File: src/design/otdrc_pkg.sv
// constants, encodings and reset values for the oscillator trim and dco range control
package otdrc_pkg;

   // register offsets
   localparam logic [3:0] OFFSET_OSC_RANGE_CTRL = 4'h1;
   localparam logic [3:0] OFFSET_SLOW_TRIM      = 4'h2;
   localparam logic [3:0] OFFSET_FAST_TRIM_DCO  = 4'h3;

   // oscillator_range_control fields
   localparam int BIT_LOC_RESET_SEL   = 7;
   localparam int BIT_OSC_RESERVED    = 6;
   localparam int BIT_OSC_RANGE_HI    = 5;
   localparam int BIT_OSC_RANGE_LO    = 4;
   localparam int BIT_HIGH_GAIN       = 3;
   localparam int BIT_EXT_REF_SEL     = 2;
   localparam int BIT_LOW_POWER       = 1;
   localparam int BIT_IREF_SPEED      = 0;

   // fast_trim_and_dco_range fields
   localparam int BIT_DCO_MAX_FREQ    = 7;
   localparam int BIT_DCO_RANGE_HI    = 6;
   localparam int BIT_DCO_RANGE_LO    = 5;
   localparam int BIT_FAST_TRIM_HI    = 4;
   localparam int BIT_FAST_TRIM_LO    = 1;
   localparam int BIT_SLOW_FINE_TRIM  = 0;

   // reset values
   localparam logic       RST_LOC_RESET_SEL = 1'b1;
   localparam logic [1:0] RST_OSC_RANGE     = 2'h0;
   localparam logic       RST_BIT_CLEAR     = 1'b0;
   localparam logic [1:0] RST_DCO_RANGE     = 2'h0;
   localparam logic [7:0] READ_ZERO         = 8'h00;

   // oscillator range and dco range encodings
   localparam logic [1:0] OSC_RANGE_LOW     = 2'h0;
   localparam logic [1:0] OSC_RANGE_HIGH    = 2'h1;
   localparam logic [1:0] DCO_RANGE_LOW     = 2'h0;
   localparam logic [1:0] DCO_RANGE_MID     = 2'h1;
   localparam logic [1:0] DCO_RANGE_MIDHIGH = 2'h2;
   localparam logic [1:0] DCO_RANGE_HIGH    = 2'h3;

   // fll multiplication factors
   localparam logic [11:0] FLL_BASE_FACTOR  = 12'd640;
   localparam logic [11:0] FLL_ONE          = 12'd1;
   localparam logic [11:0] FLL_MAX_FACTOR0  = 12'd732;
   localparam logic [11:0] FLL_MAX_FACTOR1  = 12'd1464;
   localparam logic [11:0] FLL_MAX_FACTOR2  = 12'd2197;
   localparam logic [11:0] FLL_MAX_FACTOR3  = 12'd2929;

   // range synchroniser depth
   localparam int SYNC_STAGES = 2;

   // clock generator modes
   typedef enum logic [3:0] {
      OTDRC_MODE_FEI      = 4'h0,
      OTDRC_MODE_FEE      = 4'h1,
      OTDRC_MODE_FBYP_INT = 4'h2,
      OTDRC_MODE_FBYP_EXT = 4'h3,
      OTDRC_MODE_PBYP_EXT = 4'h4,
      OTDRC_MODE_PEE      = 4'h5,
      OTDRC_MODE_LBYP_INT = 4'h6,
      OTDRC_MODE_LBYP_EXT = 4'h7,
      OTDRC_MODE_STOP     = 4'h8
   } otdrc_mode_t;

endpackage : otdrc_pkg

File: src/design/otdrc_sync.sv
// multi-flop synchroniser chain for a small word
`timescale 1ns/1ns
module otdrc_sync #(
   parameter int W      = 2,
   parameter int STAGES = 2
) (
   // clock and reset
   input  wire logic         clk,
   input  wire logic         rst_b,
   // data
   input  wire logic [W-1:0] din,
   input  wire logic [W-1:0] rst_val,
   output logic      [W-1:0] dout
);

   logic [W-1:0] stage [STAGES];

   // only the last stage is read outside the chain
   genvar g;
   generate
      for (g = 0; g < STAGES; g++) begin : g_stage
         always_ff @(posedge clk or negedge rst_b) begin
            if (!rst_b) begin
               stage[g] <= '0;
            end else if (g == 0) begin
               stage[g] <= din;
            end else begin
               stage[g] <= stage[(g == 0) ? 0 : g - 1];
            end
         end
      end
   endgenerate

   assign dout = stage[STAGES-1] | (rst_val & '0);

endmodule : otdrc_sync

File: src/design/otdrc_ctrl.sv
// oscillator range, reference trims and dco range control registers
`timescale 1ns/1ns

//////////////////////////////////////////////////////////////////////////////////////////////
// What this block does
// - bit 7 chooses interrupt when clear, reset request when set, on lost oscillator
// - the response choice acts only while the clock monitor is enabled
// - bit 6 of oscillator control always reads zero, writes ignored
// - range field bits 5-4: 00 low, 01 high, 1X very high
// - bit 3 selects low-power when clear, high gain when set
// - bit 2 requests external clock when clear, crystal oscillator when set
// - low-power bit set disables the loop in low-power bypass modes
// - low-power bit moves bypassed external/internal modes into low-power bypass modes
// - bit 0 selects slow internal reference when clear, fast when set
// - eight-bit slow coarse trim is binary weighted, larger means longer period
// - slow coarse trim is loaded from factory value at reset
// - fine trim bit set lengthens slow period one step, clear shortens
// - four-bit fast trim binary weighted, larger is longer, factory loaded at reset
// - slow fine trim bit is also loaded from factory value at reset
// - reset clears dco range and maximum-frequency option
// - dco range 00 low, 01 mid, 10 mid-high, 11 high
// - writes to dco range are dropped while low-power bit is set
// - dco range reads return the synchronised range in effect
// - fll factor 640*(range+1), or 732/1464/2197/2929 with maximum-frequency set
// - maximum-frequency bit tunes dco for a 32.768 kHz reference
// - monitor enable arms loss detection, outcome chosen by response bit
// - writes only in supervisor mode, user writes to the three registers get bus error, reads always
module otdrc_ctrl (
   // clock and reset
   input  wire logic        SYS_CLK,
   input  wire logic        RST_B,
   // register port
   input  wire logic [3:0]  REG_ADDR,
   input  wire logic [7:0]  REG_WDATA,
   input  wire logic        REG_WR,
   input  wire logic        REG_RD,
   input  wire logic        REG_SUPERVISOR,
   output logic      [7:0]  REG_RDATA,
   output logic             REG_BUS_ERROR,
   // factory trim values
   input  wire logic [7:0]  FACTORY_SLOW_COARSE_TRIM,
   input  wire logic        FACTORY_SLOW_FINE_TRIM,
   input  wire logic [3:0]  FACTORY_FAST_TRIM,
   // clock monitor and mode
   input  wire logic        EXTERNAL_CLOCK_MONITOR_ENABLE,
   input  wire logic        OSC_CLOCK_LOST,
   input  wire logic [3:0]  CURRENT_MODE,
   // oscillator controls
   output logic      [1:0]  OSCILLATOR_FREQUENCY_RANGE,
   output logic             OSCILLATOR_VERY_HIGH_RANGE,
   output logic             OSCILLATOR_HIGH_GAIN_SELECT,
   output logic             EXTERNAL_REFERENCE_SOURCE_SELECT,
   output logic             INTERNAL_REFERENCE_SPEED_SELECT,
   // trims
   output logic      [7:0]  SLOW_REFERENCE_COARSE_TRIM,
   output logic             SLOW_REFERENCE_FINE_TRIM,
   output logic      [3:0]  FAST_REFERENCE_TRIM,
   // loop and dco
   output logic             LOOP_DISABLE,
   output logic      [3:0]  MODE_REQUEST,
   output logic      [1:0]  DCO_RANGE_SELECT,
   output logic      [1:0]  DCO_RANGE_STATUS,
   output logic             DCO_MAX_FREQUENCY_OPTION,
   output logic      [11:0] FLL_FACTOR,
   // loss of clock responses
   output logic             LOSS_OF_CLOCK_IRQ,
   output logic             LOSS_OF_CLOCK_RESET_REQ
);

   //////////////////////////////////////////////////////////////////////////////////////////
   // storage

   logic        loss_of_clock_reset_select;
   logic [1:0]  oscillator_frequency_range;
   logic        oscillator_high_gain_select;
   logic        external_reference_source_select;
   logic        bypass_low_power_select;
   logic        internal_reference_speed_select;
   logic [7:0]  slow_reference_coarse_trim;
   logic        slow_reference_fine_trim;
   logic [3:0]  fast_reference_trim;
   logic        dco_max_frequency_option;
   logic [1:0]  dco_range_select;
   logic        factory_loaded;
   logic [7:0]  rdata;
   logic        bus_error;
   logic        loc_irq;
   logic        loc_reset;
   logic [11:0] fll_factor;
   logic [3:0]  mode_request;

   //////////////////////////////////////////////////////////////////////////////////////////
   // address decode and access checks

   wire hit_osc  = (REG_ADDR == otdrc_pkg::OFFSET_OSC_RANGE_CTRL);
   wire hit_slow = (REG_ADDR == otdrc_pkg::OFFSET_SLOW_TRIM);
   wire hit_fast = (REG_ADDR == otdrc_pkg::OFFSET_FAST_TRIM_DCO);
   wire hit_any  = hit_osc | hit_slow | hit_fast;

   wire wr_ok    = REG_WR & REG_SUPERVISOR;
   wire wr_user  = REG_WR & ~REG_SUPERVISOR & hit_any;

   wire wr_osc   = wr_ok & hit_osc;
   wire wr_slow  = wr_ok & hit_slow;
   wire wr_fast  = wr_ok & hit_fast;
   wire wr_range = wr_fast & ~bypass_low_power_select;

   wire [1:0] wdata_dco = REG_WDATA[otdrc_pkg::BIT_DCO_RANGE_HI:otdrc_pkg::BIT_DCO_RANGE_LO];
   wire [1:0] wdata_rng = REG_WDATA[otdrc_pkg::BIT_OSC_RANGE_HI:otdrc_pkg::BIT_OSC_RANGE_LO];
   wire [3:0] wdata_ftr = REG_WDATA[otdrc_pkg::BIT_FAST_TRIM_HI:otdrc_pkg::BIT_FAST_TRIM_LO];

   //////////////////////////////////////////////////////////////////////////////////////////
   // dco range synchronised there and back

   logic [1:0] dco_range_applied;
   logic [1:0] dco_range_status;

   otdrc_sync #(
      .W      (2),
      .STAGES (otdrc_pkg::SYNC_STAGES)
   ) u_sync_there (
      .clk     (SYS_CLK),
      .rst_b   (RST_B),
      .din     (dco_range_select),
      .rst_val (otdrc_pkg::RST_DCO_RANGE),
      .dout    (dco_range_applied)
   );

   otdrc_sync #(
      .W      (2),
      .STAGES (otdrc_pkg::SYNC_STAGES)
   ) u_sync_back (
      .clk     (SYS_CLK),
      .rst_b   (RST_B),
      .din     (dco_range_applied),
      .rst_val (otdrc_pkg::RST_DCO_RANGE),
      .dout    (dco_range_status)
   );

   //////////////////////////////////////////////////////////////////////////////////////////
   // read data

   wire [7:0] rd_osc = {
      loss_of_clock_reset_select,
      1'b0,
      oscillator_frequency_range,
      oscillator_high_gain_select,
      external_reference_source_select,
      bypass_low_power_select,
      internal_reference_speed_select
   };

   wire [7:0] rd_fast = {
      dco_max_frequency_option,
      dco_range_status,
      fast_reference_trim,
      slow_reference_fine_trim
   };

   wire [7:0] next_rdata = !REG_RD  ? otdrc_pkg::READ_ZERO :
                           hit_osc  ? rd_osc :
                           hit_slow ? slow_reference_coarse_trim :
                           hit_fast ? rd_fast : otdrc_pkg::READ_ZERO;

   //////////////////////////////////////////////////////////////////////////////////////////
   // fll factor from the range in effect

   logic [11:0] next_fll_factor;

   always_comb begin
      next_fll_factor = 12'(otdrc_pkg::FLL_BASE_FACTOR *
                            (12'(dco_range_applied) + otdrc_pkg::FLL_ONE));
      if (dco_max_frequency_option) begin
         unique case (dco_range_applied)
            otdrc_pkg::DCO_RANGE_LOW:     next_fll_factor = otdrc_pkg::FLL_MAX_FACTOR0;
            otdrc_pkg::DCO_RANGE_MID:     next_fll_factor = otdrc_pkg::FLL_MAX_FACTOR1;
            otdrc_pkg::DCO_RANGE_MIDHIGH: next_fll_factor = otdrc_pkg::FLL_MAX_FACTOR2;
            otdrc_pkg::DCO_RANGE_HIGH:    next_fll_factor = otdrc_pkg::FLL_MAX_FACTOR3;
         endcase
      end
   end

   //////////////////////////////////////////////////////////////////////////////////////////
   // mode transition request from the low-power bit

   otdrc_pkg::otdrc_mode_t cur_mode;
   logic [3:0]             next_mode_request;

   assign cur_mode = otdrc_pkg::otdrc_mode_t'(CURRENT_MODE);

   always_comb begin
      next_mode_request = CURRENT_MODE;
      if (bypass_low_power_select) begin
         unique case (cur_mode)
            otdrc_pkg::OTDRC_MODE_FBYP_EXT,
            otdrc_pkg::OTDRC_MODE_PBYP_EXT: next_mode_request = otdrc_pkg::OTDRC_MODE_LBYP_EXT;
            otdrc_pkg::OTDRC_MODE_FBYP_INT: next_mode_request = otdrc_pkg::OTDRC_MODE_LBYP_INT;
            default:                        next_mode_request = CURRENT_MODE;
         endcase
      end
   end

   // loop is off only in the low-power bypass modes while the bit is set
   wire in_low_bypass = (cur_mode == otdrc_pkg::OTDRC_MODE_LBYP_EXT) |
                        (cur_mode == otdrc_pkg::OTDRC_MODE_LBYP_INT);
   wire next_loop_disable = bypass_low_power_select & in_low_bypass;

   //////////////////////////////////////////////////////////////////////////////////////////
   // loss of clock response

   wire loss_seen = OSC_CLOCK_LOST & EXTERNAL_CLOCK_MONITOR_ENABLE;
   wire next_loc_irq   = loss_seen & ~loss_of_clock_reset_select;
   wire next_loc_reset = loss_seen & loss_of_clock_reset_select;

   //////////////////////////////////////////////////////////////////////////////////////////
   // oscillator_range_control

   always_ff @(posedge SYS_CLK or negedge RST_B) begin
      if (!RST_B) begin
         loss_of_clock_reset_select       <= otdrc_pkg::RST_LOC_RESET_SEL;
         oscillator_frequency_range       <= otdrc_pkg::RST_OSC_RANGE;
         oscillator_high_gain_select      <= otdrc_pkg::RST_BIT_CLEAR;
         external_reference_source_select <= otdrc_pkg::RST_BIT_CLEAR;
         bypass_low_power_select          <= otdrc_pkg::RST_BIT_CLEAR;
         internal_reference_speed_select  <= otdrc_pkg::RST_BIT_CLEAR;
      end else if (wr_osc) begin
         loss_of_clock_reset_select       <= REG_WDATA[otdrc_pkg::BIT_LOC_RESET_SEL];
         oscillator_frequency_range       <= wdata_rng;
         oscillator_high_gain_select      <= REG_WDATA[otdrc_pkg::BIT_HIGH_GAIN];
         external_reference_source_select <= REG_WDATA[otdrc_pkg::BIT_EXT_REF_SEL];
         bypass_low_power_select          <= REG_WDATA[otdrc_pkg::BIT_LOW_POWER];
         internal_reference_speed_select  <= REG_WDATA[otdrc_pkg::BIT_IREF_SPEED];
      end
   end

   //////////////////////////////////////////////////////////////////////////////////////////
   // trims: factory values caught on the first edge after reset release

   always_ff @(posedge SYS_CLK or negedge RST_B) begin
      if (!RST_B) begin
         factory_loaded <= 1'b0;
      end else begin
         factory_loaded <= 1'b1;
      end
   end

   always_ff @(posedge SYS_CLK or negedge RST_B) begin
      if (!RST_B) begin
         slow_reference_coarse_trim <= otdrc_pkg::READ_ZERO;
      end else if (!factory_loaded) begin
         slow_reference_coarse_trim <= FACTORY_SLOW_COARSE_TRIM;
      end else if (wr_slow) begin
         slow_reference_coarse_trim <= REG_WDATA;
      end
   end

   always_ff @(posedge SYS_CLK or negedge RST_B) begin
      if (!RST_B) begin
         slow_reference_fine_trim <= otdrc_pkg::RST_BIT_CLEAR;
         fast_reference_trim      <= '0;
      end else if (!factory_loaded) begin
         slow_reference_fine_trim <= FACTORY_SLOW_FINE_TRIM;
         fast_reference_trim      <= FACTORY_FAST_TRIM;
      end else if (wr_fast) begin
         slow_reference_fine_trim <= REG_WDATA[otdrc_pkg::BIT_SLOW_FINE_TRIM];
         fast_reference_trim      <= wdata_ftr;
      end
   end

   //////////////////////////////////////////////////////////////////////////////////////////
   // dco range select and maximum-frequency option

   always_ff @(posedge SYS_CLK or negedge RST_B) begin
      if (!RST_B) begin
         dco_max_frequency_option <= otdrc_pkg::RST_BIT_CLEAR;
      end else if (wr_fast) begin
         dco_max_frequency_option <= REG_WDATA[otdrc_pkg::BIT_DCO_MAX_FREQ];
      end
   end

   always_ff @(posedge SYS_CLK or negedge RST_B) begin
      if (!RST_B) begin
         dco_range_select <= otdrc_pkg::RST_DCO_RANGE;
      end else if (wr_range) begin
         dco_range_select <= wdata_dco;
      end
   end

   //////////////////////////////////////////////////////////////////////////////////////////
   // registered outputs

   always_ff @(posedge SYS_CLK or negedge RST_B) begin
      if (!RST_B) begin
         rdata        <= otdrc_pkg::READ_ZERO;
         bus_error    <= 1'b0;
         loc_irq      <= 1'b0;
         loc_reset    <= 1'b0;
         fll_factor   <= otdrc_pkg::FLL_BASE_FACTOR;
         mode_request <= otdrc_pkg::OTDRC_MODE_FEI;
      end else begin
         rdata        <= next_rdata;
         bus_error    <= wr_user;
         loc_irq      <= next_loc_irq;
         loc_reset    <= next_loc_reset;
         fll_factor   <= next_fll_factor;
         mode_request <= next_mode_request;
      end
   end

   logic loop_disable;

   always_ff @(posedge SYS_CLK or negedge RST_B) begin
      if (!RST_B) begin
         loop_disable <= 1'b0;
      end else begin
         loop_disable <= next_loop_disable;
      end
   end

   //////////////////////////////////////////////////////////////////////////////////////////
   // output drive

   assign REG_RDATA                        = rdata;
   assign REG_BUS_ERROR                    = bus_error;
   assign OSCILLATOR_FREQUENCY_RANGE       = oscillator_frequency_range;
   // any 1X pattern is the very high range
   assign OSCILLATOR_VERY_HIGH_RANGE       = oscillator_frequency_range[1];
   assign OSCILLATOR_HIGH_GAIN_SELECT      = oscillator_high_gain_select;
   assign EXTERNAL_REFERENCE_SOURCE_SELECT = external_reference_source_select;
   assign INTERNAL_REFERENCE_SPEED_SELECT  = internal_reference_speed_select;
   assign SLOW_REFERENCE_COARSE_TRIM       = slow_reference_coarse_trim;
   assign SLOW_REFERENCE_FINE_TRIM         = slow_reference_fine_trim;
   assign FAST_REFERENCE_TRIM              = fast_reference_trim;
   assign LOOP_DISABLE                     = loop_disable;
   assign MODE_REQUEST                     = mode_request;
   assign DCO_RANGE_SELECT                 = dco_range_select;
   assign DCO_RANGE_STATUS                 = dco_range_status;
   assign DCO_MAX_FREQUENCY_OPTION         = dco_max_frequency_option;
   assign FLL_FACTOR                       = fll_factor;
   assign LOSS_OF_CLOCK_IRQ                = loc_irq;
   assign LOSS_OF_CLOCK_RESET_REQ          = loc_reset;

endmodule : otdrc_ctrl

File: config.mk
export PLATFORM = sky130hd
export DESIGN_NAME = otdrc_ctrl
export DESIGN_NICKNAME = d
export VERILOG_FILES = /design/src/design/otdrc_pkg.sv /design/src/design/otdrc_sync.sv /design/src/design/otdrc_ctrl.sv
export SDC_FILE = /design/constraint.sdc
export NUM_CORES = 1
export LEC_CHECK = 0
export BUFFER_PORTS_ARGS = -buffer_cell sky130_fd_sc_hd__buf_2
export CORE_MARGIN = 10
export CORE_UTILIZATION = 35
export DETAILED_ROUTE_END_ITERATION = 16
export GPL_ROUTABILITY_DRIVEN = 0
export PLACE_DENSITY = 0.63
export SYNTH_ARGS = -nofsm -noshare
export SYNTH_HDL_FRONTEND = slang
export SYNTH_SLANG_ARGS = --single-unit
File: constraint.sdc
create_clock -name SYS_CLK -period 1.1 [get_ports SYS_CLK]
set_input_delay 0.055 -clock SYS_CLK [delete_from_list [all_inputs] [get_ports SYS_CLK]]
set_output_delay 0.055 -clock SYS_CLK [all_outputs]
set_load 0.02 [all_outputs]
==> results of run 1 <==
-- final timing paths --
kind,startpoint,end,slack [ns],cells past startpoint
max,REG_ADDR[2],REG_RDATA[1],0.03,4
min,FACTORY_SLOW_COARSE_TRIM[1],SLOW_REFERENCE_COARSE_TRIM[1],0.03,3
max reg2reg,u_sync_there.dout[1],FLL_FACTOR[11],0.03,4
min reg2reg,u_sync_there.stage[3],u_sync_there.dout[1],0.35,0
max in group asynchronous,RST_B,FLL_FACTOR[9],0.59,3
min in group asynchronous,RST_B,u_sync_back.dout[1],0.25,3
-- critical path, delay by kind of cell --
kind / cells / cell delay, ns
buffers and inverters: 2 / 0.24
and+or+nand+nor: 2 / 0.97
-- cell families (layout without fill, tap and decap cells) --
kind of cell    count (synthesis)  count (layout)  synth area share, %
fa+ha+maj                       6               6                 3.08
compound gates                 41              41                 9.77
other cells                     2               2                0.309
flops                          59              59                 60.8
mux                            13              13                 5.86
buf+inv                        21             159                 4.47
simple gates                   74              74                 15.7
-- layer usage --
metal	track usage, %	vias up	part of all wire (%)
met3	5.78	4	9.2
li1	-	1011	-
met2	21.3	86	47
met4	5.13	2	0.79
met1	17.3	1018	43
met5	0	-	0.15
-- cell usage after synthesis (6+ instances only) --
master     n  area share, %
dfrtp_1   56             58
nor2_1    33            5.1
o21ai_0   15            3.1
a31oi_1   13            3.3
clkbuf_1  10            1.5
mux2_2    10            4.6
nand3_1    8            1.6
a21oi_1    7            1.4
nand2_1    7            1.1
buf_4      6            1.9
ha_1       6            3.1
nor4_1     6            1.5
-- stage by stage --
stage	power [mW]	worst slack [ns]	hold WS, ns	cells
after CTS	6.05	0.00407	0.0164	450
after global placement	3.92	-0.362	0.0565	404
after floorplan	3.37	-0.272	-0.241	216
after detailed placement	3.95	-0.394	0.0694	404
final	6.05	0.0293	0.0309	450
after global routing	6.38	-0.0526	0.0642	450
-- final cells by class --
type / count / area [sq um]
inverter: 3 / 13.8
clock buffer: 14 / 163
timing repair buffer: 140 / 931
multi-input combinational: 136 / 920
tap: 96 / 120
sequential: 59 / 1480
clock inverter: 2 / 35.0
fill: 620 / 3130
-- timing repair --
| action | 4_1_cts | 5_1_grt |
|---|---|---|
| hold buffers | 29 | 0 |
| resized for setup | 5 | 14 |
| hold endpoints to repair | 88 | 0 |
| pin swaps | 1 | 3 |
| endpoints found under the setup margin | 10 | 10 |
| setup buffers | 1 | 0 |
-- power groups by stage --
stage | clock network [mW] | logic [mW] | registers, mW
floorplan | 0 | 0.421 | 2.95
global placement | 0 | 1.26 | 2.66
detailed placement | 0 | 1.28 | 2.67
CTS | 2.02 | 1.39 | 2.63
global route | 2.13 | 1.58 | 2.67
finish | 1.97 | 1.44 | 2.64
-- state kept, by name, summed over array words and instances, names as in the netlist, 4 cells and up --
register / flops
FAST_REFERENCE_TRIM: 4
FLL_FACTOR: 11
MODE_REQUEST: 4
REG_RDATA: 8
SLOW_REFERENCE_COARSE_TRIM: 8
==> qor.txt, run 1 <==
status = finished, final reports clean
Vias/cell = 4.71
CTS tree = built
Mapped Area = 2430 sq um
clock transition at the registers of the reported paths = 0.06 ns
post-route ant nets = 0
Final Hold Fails = 0
#FFs+latches synth = 59
worst-path cell chain = buf_2, buf_4, or3b_2, nor4_1
number of port buffers = 86
setup_tns = 0 ns
largest net degree at the start of global routing = 41
Slew Limit Fails = 0
Max Fclk = 934 MHz
vias in the first global route = 2202
Unique masters post-synth = 34
Detailed Route WL = 7250 um
Clock Path Buffers = 2
CP Class = in2reg
ratio of cells with drive above 1 in the final layout = 43.8%
Vias = 2121
Total GRT Usage = 13.9%
dpl hpwl = 5110 um
Post-DP Area = 3090 sq um
DR pass1 iterations = 4
area grow syn2layout = 50.6%
Skew-Pair Late Insertion Delay = 0.33 ns
fin util = 53.9%
Max Clock Skew = 0.00892 ns
die area = 10700 sq um
Lkg Pwr = 1.80 nW
final setup fails = 0
ys async rst share = 100%
top_reg_cell synth = dfrtp_1
total grt overflow = 0
post-synthesis sequential area ratio = 60.8%
Power Dens Cells = 1650 nW/um^2
yosys warns = 0
maximum vdd drop = 0.752 mV
Synth Net Count = 258
most frequent cells in the layout = 85 x buf_2, 54 x dfrtp_1, 32 x nor2_1
Post-synth EDFFs = 0
Critical Path AT = 1.27 ns
clock share of power = 32.6%
Initial Util = 35.8%
unrepaired setup endpoints after global routing = yes
Die Y = 103 um
CTS sink cnt = 59
crit-path max FO = 8
most common cell after layout, fill and taps aside = buf_2
DR WL/cell = 16.1 um
post-synthesis cell count = 216
P_int = 4.27 mW
I/O Pins = 88
initial antenna violation count = 1
Critical Path End Type = flop
Mapped Avg Cell Area = 11.3 sq um
global-route wire length before repair = 11400 um
die width = 103 um
# diodes = 0
Nets = 391
Inserted Clock Buffers = 9
CTS root buffer = clkbuf_8
Switching Share = 29.5%
Tmin final = 1.07 ns
Switch Pwr = 1.79 mW
final instance area = 3660 sq um
sequential power share = 43.6%
number of H-tree levels = 3
CORE AREA = 6790 sq um
slowest cell on the critical path = or3b_2
DRC marker count from the first detailed-route iteration = 76
Tcrit/Tclk final = 97.3%
Max Cap Viol = 0
CP Data Required Time = 1.30 ns
# rows = 30
slowest stage delay, CP = 0.58 ns
Hold Crit Class = in2reg
crit start category = input pin
Combinational Power Share = 23.9%
DRC = 0
No activity file was read; power rests on OpenSTA's default activity.
==> run 2: changes to the inputs <==
ABC_AREA = 1   (was not set)
PLACE_DENSITY = 0.62   (was 0.63)
==> run 2 against run 1 <==
Highest routed layer is now met4. Non-clock buffer count down 25. Clock skew down 0.0025 ns. Setup slack better by 0.0057 ns. Critical endpoint is now FLL_FACTOR[9]. Clock power about the same. Register-to-register slack better by 0.03 ns. Area after synthesis up 12%. Via count up 7.2%. Critical path depth down 3.
==> qor.txt, run 2 <==
unrepaired setup endpoints after global routing = yes
DRC marker count from the first detailed-route iteration = 89
Mapped Avg Cell Area = 9.08 sq um
CTS root buffer = clkbuf_8
fin util = 48.4%
largest net degree at the start of global routing = 60
maximum vdd drop = 0.649 mV
total power = 5.98 mW
ys async rst share = 100%
area grow syn2layout = 35.3%
Final Hold Fails = 0
Nets = 454
Max Cap Viol = 0
Power Dens Cells = 1620 nW/um^2
worst setup margin = 0.0349 ns
worst-path cell chain = buf_2
Hold Crit Class = in2reg
final instance area = 3700 sq um
cell accounting for the most synthesized area = dfrtp_1
Max Clock Skew = 0.00647 ns
clock transition at the registers of the reported paths = 0.07 ns
most common cell after layout, fill and taps aside = buf_2
number of H-tree levels = 3
crit start category = flop
die width = 108 um
global-route wire length before repair = 11600 um
Tcrit/Tclk final = 96.8%
dpl hpwl = 5430 um
final setup fails = 0
CTS tree = built
status = finished, final reports clean
top post-synthesis cells by count = 79 x nand2_1, 56 x dfrtp_1, 45 x inv_1, 31 x nand3_1, 14 x nor2_1
vias in the first global route = 2359
Slew Limit Fails = 0
post-route ant nets = 0
Skew-Pair Late Insertion Delay = 0.34 ns
slowest cell on the critical path = dfstp_2
CP Buf/Inv Count = 1
Detailed Route WL = 7170 um
Post-synth EDFFs = 0
Post-DP Area = 3280 sq um
CTS sink cnt = 59
# diodes = 0
Yosys top cell area share = 51.3%
most frequent cells in the layout = 84 x buf_2, 79 x nand2_1, 55 x dfrtp_1
DRC = 0
Synth Net Count = 343
ratio of cells with drive above 1 in the final layout = 34.1%
Inserted Clock Buffers = 9
Clock Path Buffers = 2
I/O Pins = 88
dpl cells = 485
top_reg_cell synth = dfrtp_1
#FFs+latches synth = 59
total grt overflow = 0
Mapped Area = 2730 sq um
initial antenna violation count = 0
Critical Path End Type = output pin
Total GRT Usage = 12.5%
max FFs per register = 11
dpl ws = -0.00920 ns
Tmin final = 1.07 ns
Max Fclk = 939 MHz
post-synthesis cell count = 301
yosys warns = 0
critical path's top delay family = flip-flops
crit-path max FO = 1
CP Data Required Time = 1.04 ns
die area = 11700 sq um
Die Y = 108 um
DR WL/cell = 13.8 um
top-count cell post-synth = nand2_1
Post-Layout Cell Count = 519
Lkg Pwr = 2.05 nW
Vias = 2273
post-synthesis sequential area ratio = 54.1%
Unique masters post-synth = 33
CP Class = reg2out
CORE AREA = 7650 sq um
DR pass1 iterations = 4
# rows = 32
number of port buffers = 86
top cells by area, synth = dfrtp_1 51%, nand2_1 11%, inv_1 6.2%, nand3_1 5.7%, dfstp_2 2.9%
Initial Util = 35.7%
Vias/cell = 4.38
Critical Path AT = 1.01 ns
slowest stage delay, CP = 0.52 ns
-- run 2: cell count changes after synthesis, moves of 5 or more --
cell / before / now
nand2_1: 7 / 79
inv_1: 2 / 45
nand3_1: 8 / 31
nor2_1: 33 / 14
a31oi_1: 13 / 0
mux2_2: 10 / 0
clkbuf_1: 10 / 1
o21ai_2: 0 / 8
nand3b_1: 0 / 5
nor4_1: 6 / 1
-- run 2: power breakdown --
part | internal [mW] | switching (mW) | leakage (nW)
registers | 2.47 | 0.190 | 0.753
logic | 0.525 | 0.857 | 1.20
clock network | 1.06 | 0.875 | 0.0977
total | 4.06 | 1.92 | 2.05
-- run 2: layer usage --
| metal | routed length, um | GRT usage [%] |
|---|---|---|
| met1 | 3140 | 14.9 |
| met2 | 3360 | 19.3 |
| met3 | 609 | 5.95 |
| met4 | 61 | 4.71 |
| met5 | 0 | 0 |
-- run 2: area by class of cell --
class	count	area (sq um)
Fill cell	777	3950
Tap cell	102	128
Timing Repair Buffer	115	723
Multi-Input combinational cell	180	988
Clock inverter	3	20.0
Inverter	47	179
Sequential cell	59	1480
Clock buffer	13	179
-- run 2: worst paths after layout --
path                                             startpoint                            end  slack (ns)  cells after the start
worst min-delay path            FACTORY_SLOW_COARSE_TRIM[3]  SLOW_REFERENCE_COARSE_TRIM[3]        0.05                      5
max in group asynchronous                             RST_B     loss_of_clock_reset_select        0.54                      3
worst max register to register         u_sync_there.dout[1]                  FLL_FACTOR[9]        0.06                      4
min in group asynchronous                             RST_B                  FLL_FACTOR[3]        0.23                      3
worst max-delay path                          FLL_FACTOR[9]                  FLL_FACTOR[9]        0.03                      1
worst min register to register        u_sync_there.stage[2]           u_sync_there.dout[0]        0.35                      0
-- run 2: through the flow --
step	hold slack, ns	TNS, ns
after floorplan	-0.241	0
after global placement	0.0825	0
after detailed placement	0.0851	-0.00920
after CTS	0.0346	-0.00379
after global routing	0.0375	-0.0283
final	0.0497	0
-- run 2: kinds of logic after synthesis --
group / synth area share [%]
other: 0.275
adder cells (fa/ha/maj): 2.75
AO/OA/AOI/OAI: 6.50
buffers and inverters: 10.9
flip-flops: 54.1
AND/OR/NAND/NOR: 25.4
-- run 2: what timing repair did --
action / in CTS / in global routing
resized for setup: 1 / 9
setup endpoints to repair: 3 / 9
pin swaps: 1 / 1
gates cloned: 0 / 0
endpoints found under the hold margin: 80 / 0
hold buffers: 18 / 0
setup buffers: 1 / 0
==> run 3: changes to the inputs <==
CORE_UTILIZATION = 46   (was 35)
PLACE_DENSITY = 0.77   (was 0.62)
==> run 3 against run 2 <==
Critical endpoint is now FLL_FACTOR[11]. Cell area fell by 1.5%. Clock skew increased by 0.0022 ns. Combinational power rose by 4%. Non-clock buffer count rose by 2. Largest cell class unchanged. Total power down 4.5%. Sequential share of layout area grew 0.61 points. Die area down 20%.
==> qor.txt, run 3 (synthesis results as in run 2) <==
status = finished, final reports clean
largest net degree at the start of global routing = 60
Vias/cell = 4.73
CTS tree = built
unrepaired setup endpoints after global routing = yes
Initial Util = 46.7%
DRC marker count from the first detailed-route iteration = 84
Max Clock Skew = 0.00865 ns
Post-DP Area = 3250 sq um
worst setup margin = 0.0119 ns
Hold Crit Class = in2reg
Nets = 456
final instance area = 3640 sq um
Hold Crit Start = REG_RD
R2R Setup Slk = 0.01 ns
CORE AREA = 5850 sq um
clock transition at the registers of the reported paths = 0.06 ns
minimum hold slack = 0.00960 ns
R2R cell count = 6
die area = 9430 sq um
initial antenna violation count = 0
Worst R2R Start = u_sync_there.dout[1]
CTS root buffer = clkbuf_8
Total GRT Usage = 15.1%
dpl cells = 458
Skew-Pair Late Insertion Delay = 0.34 ns
crit start category = flop
hold path endpoint = REG_RDATA[4]
Vias = 2333
Clock Path Buffers = 2
CTS sink cnt = 59
Slew Limit Fails = 0
dpl hpwl = 5190 um
Max Cap Viol = 0
Tmin final = 1.09 ns
Critical Path AT = 1.32 ns
max FFs per register = 11
area grow syn2layout = 33.3%
final setup fails = 0
Inserted Clock Buffers = 9
CP Data Required Time = 1.33 ns
DR pass1 iterations = 4
number of H-tree levels = 3
total grt overflow = 0
Detailed Route WL = 7000 um
Critical Path End Type = flop
ratio of cells with drive above 1 in the final layout = 33.7%
Die Y = 97.1 um
Power Dens Cells = 1570 nW/um^2
post-route ant nets = 0
dpl ws = -0.0527 ns
Tcrit/Tclk final = 98.9%
I/O Pins = 88
# rows = 28
CP Class = reg2reg
Final Hold Fails = 0
DR WL/cell = 14.2 um
die width = 97.1 um
r2r endpoint = FLL_FACTOR[11]
DRC = 0
Worst Hold Path Cells = 3
number of port buffers = 86
Lkg Pwr = 2.05 nW
maximum vdd drop = 0.921 mV
Post-Layout Cell Count = 493
Max Fclk = 919 MHz
most common cell after layout, fill and taps aside = buf_2
most frequent cells in the layout = 85 x buf_2, 79 x nand2_1, 55 x dfrtp_1
crit-path max FO = 4
global-route wire length before repair = 11600 um
# diodes = 0
vias in the first global route = 2426
==> run 3: cell types whose count changed in the layout (fill, tap and decap cells not counted), sizes merged <==
cell | previous run | this run
clkinv | 1 | 3
dlygate4sd3 | 18 | 17
buf | 97 | 100
clkinvlp | 2 | 0
clkbuf | 13 | 12
==> run 3: layout make-up <==
cell class | count | area [sq um]
fill | 517 | 2210
clock inverter | 3 | 15.0
timing repair buffer | 117 | 741
clock buffer | 12 | 145
sequential | 59 | 1480
tap | 75 | 93.8
inverter | 47 | 179
multi-input combinational | 180 | 988
==> run 3: where the power goes <==
group	total (mW)	switching (mW)	internal [mW]
Combinational	1.43	0.887	0.541
Sequential	2.64	0.162	2.47
Clock	1.65	0.792	0.854
Total	5.71	1.84	3.87
==> run 3: per-layer routing <==
| layer | wire (um) | GRT usage, % | up-vias |
|---|---|---|---|
| met5 | 0 | 0 | - |
| met3 | 584 | 5.48 | 13 |
| met2 | 3450 | 24.4 | 81 |
| met4 | 203 | 9.19 | 0 |
| met1 | 2770 | 16.6 | 1083 |
| li1 | - | - | 1156 |
==> run 3: worst max-delay path, cell delays in order (launching register included) <==
cell and delay [ns]:
dfrtp_1 0.40, buf_6 0.14, ha_2 0.18, nor2_2 0.09, nor2_1 0.05, nand2_1 0.07
nand2_1 0.05
==> run 3: how the worst max path moves through the flow <==
stage | startpoint | to | slack [ns] | cells after the start
finish | u_sync_there.dout[1] | FLL_FACTOR[11] | 0.01 | 6
global route | u_sync_there.dout[0] | FLL_FACTOR[3] | -0.03 | 4
CTS | DCO_MAX_FREQUENCY_OPTION | DCO_MAX_FREQUENCY_OPTION | 0.0001 | 2
detailed placement | u_sync_there.dout[1] | FLL_FACTOR[9] | -0.05 | 4
global placement | u_sync_there.dout[1] | FLL_FACTOR[9] | 0.03 | 4
floorplan | u_sync_there.dout[0] | FLL_FACTOR[9] | 0.002 | 4
==> run 3: through the flow <==
step	util [%]	TNS, ns	total power [mW]
after floorplan	-	0	3.45
after global placement	55.5	0	3.94
after detailed placement	55.5	-0.0527	3.98
after CTS	61.5	0	5.70
after global routing	62.3	-0.116	6.02
final	62.3	0	5.71
==> run 3: what timing repair did <==
action,CTS,global route
buffers inserted,1,2
endpoints found under the hold margin,76,0
gates resized for setup,2,8
hold buffers,17,0
setup endpoints to repair,2,9
pin swaps,0,1
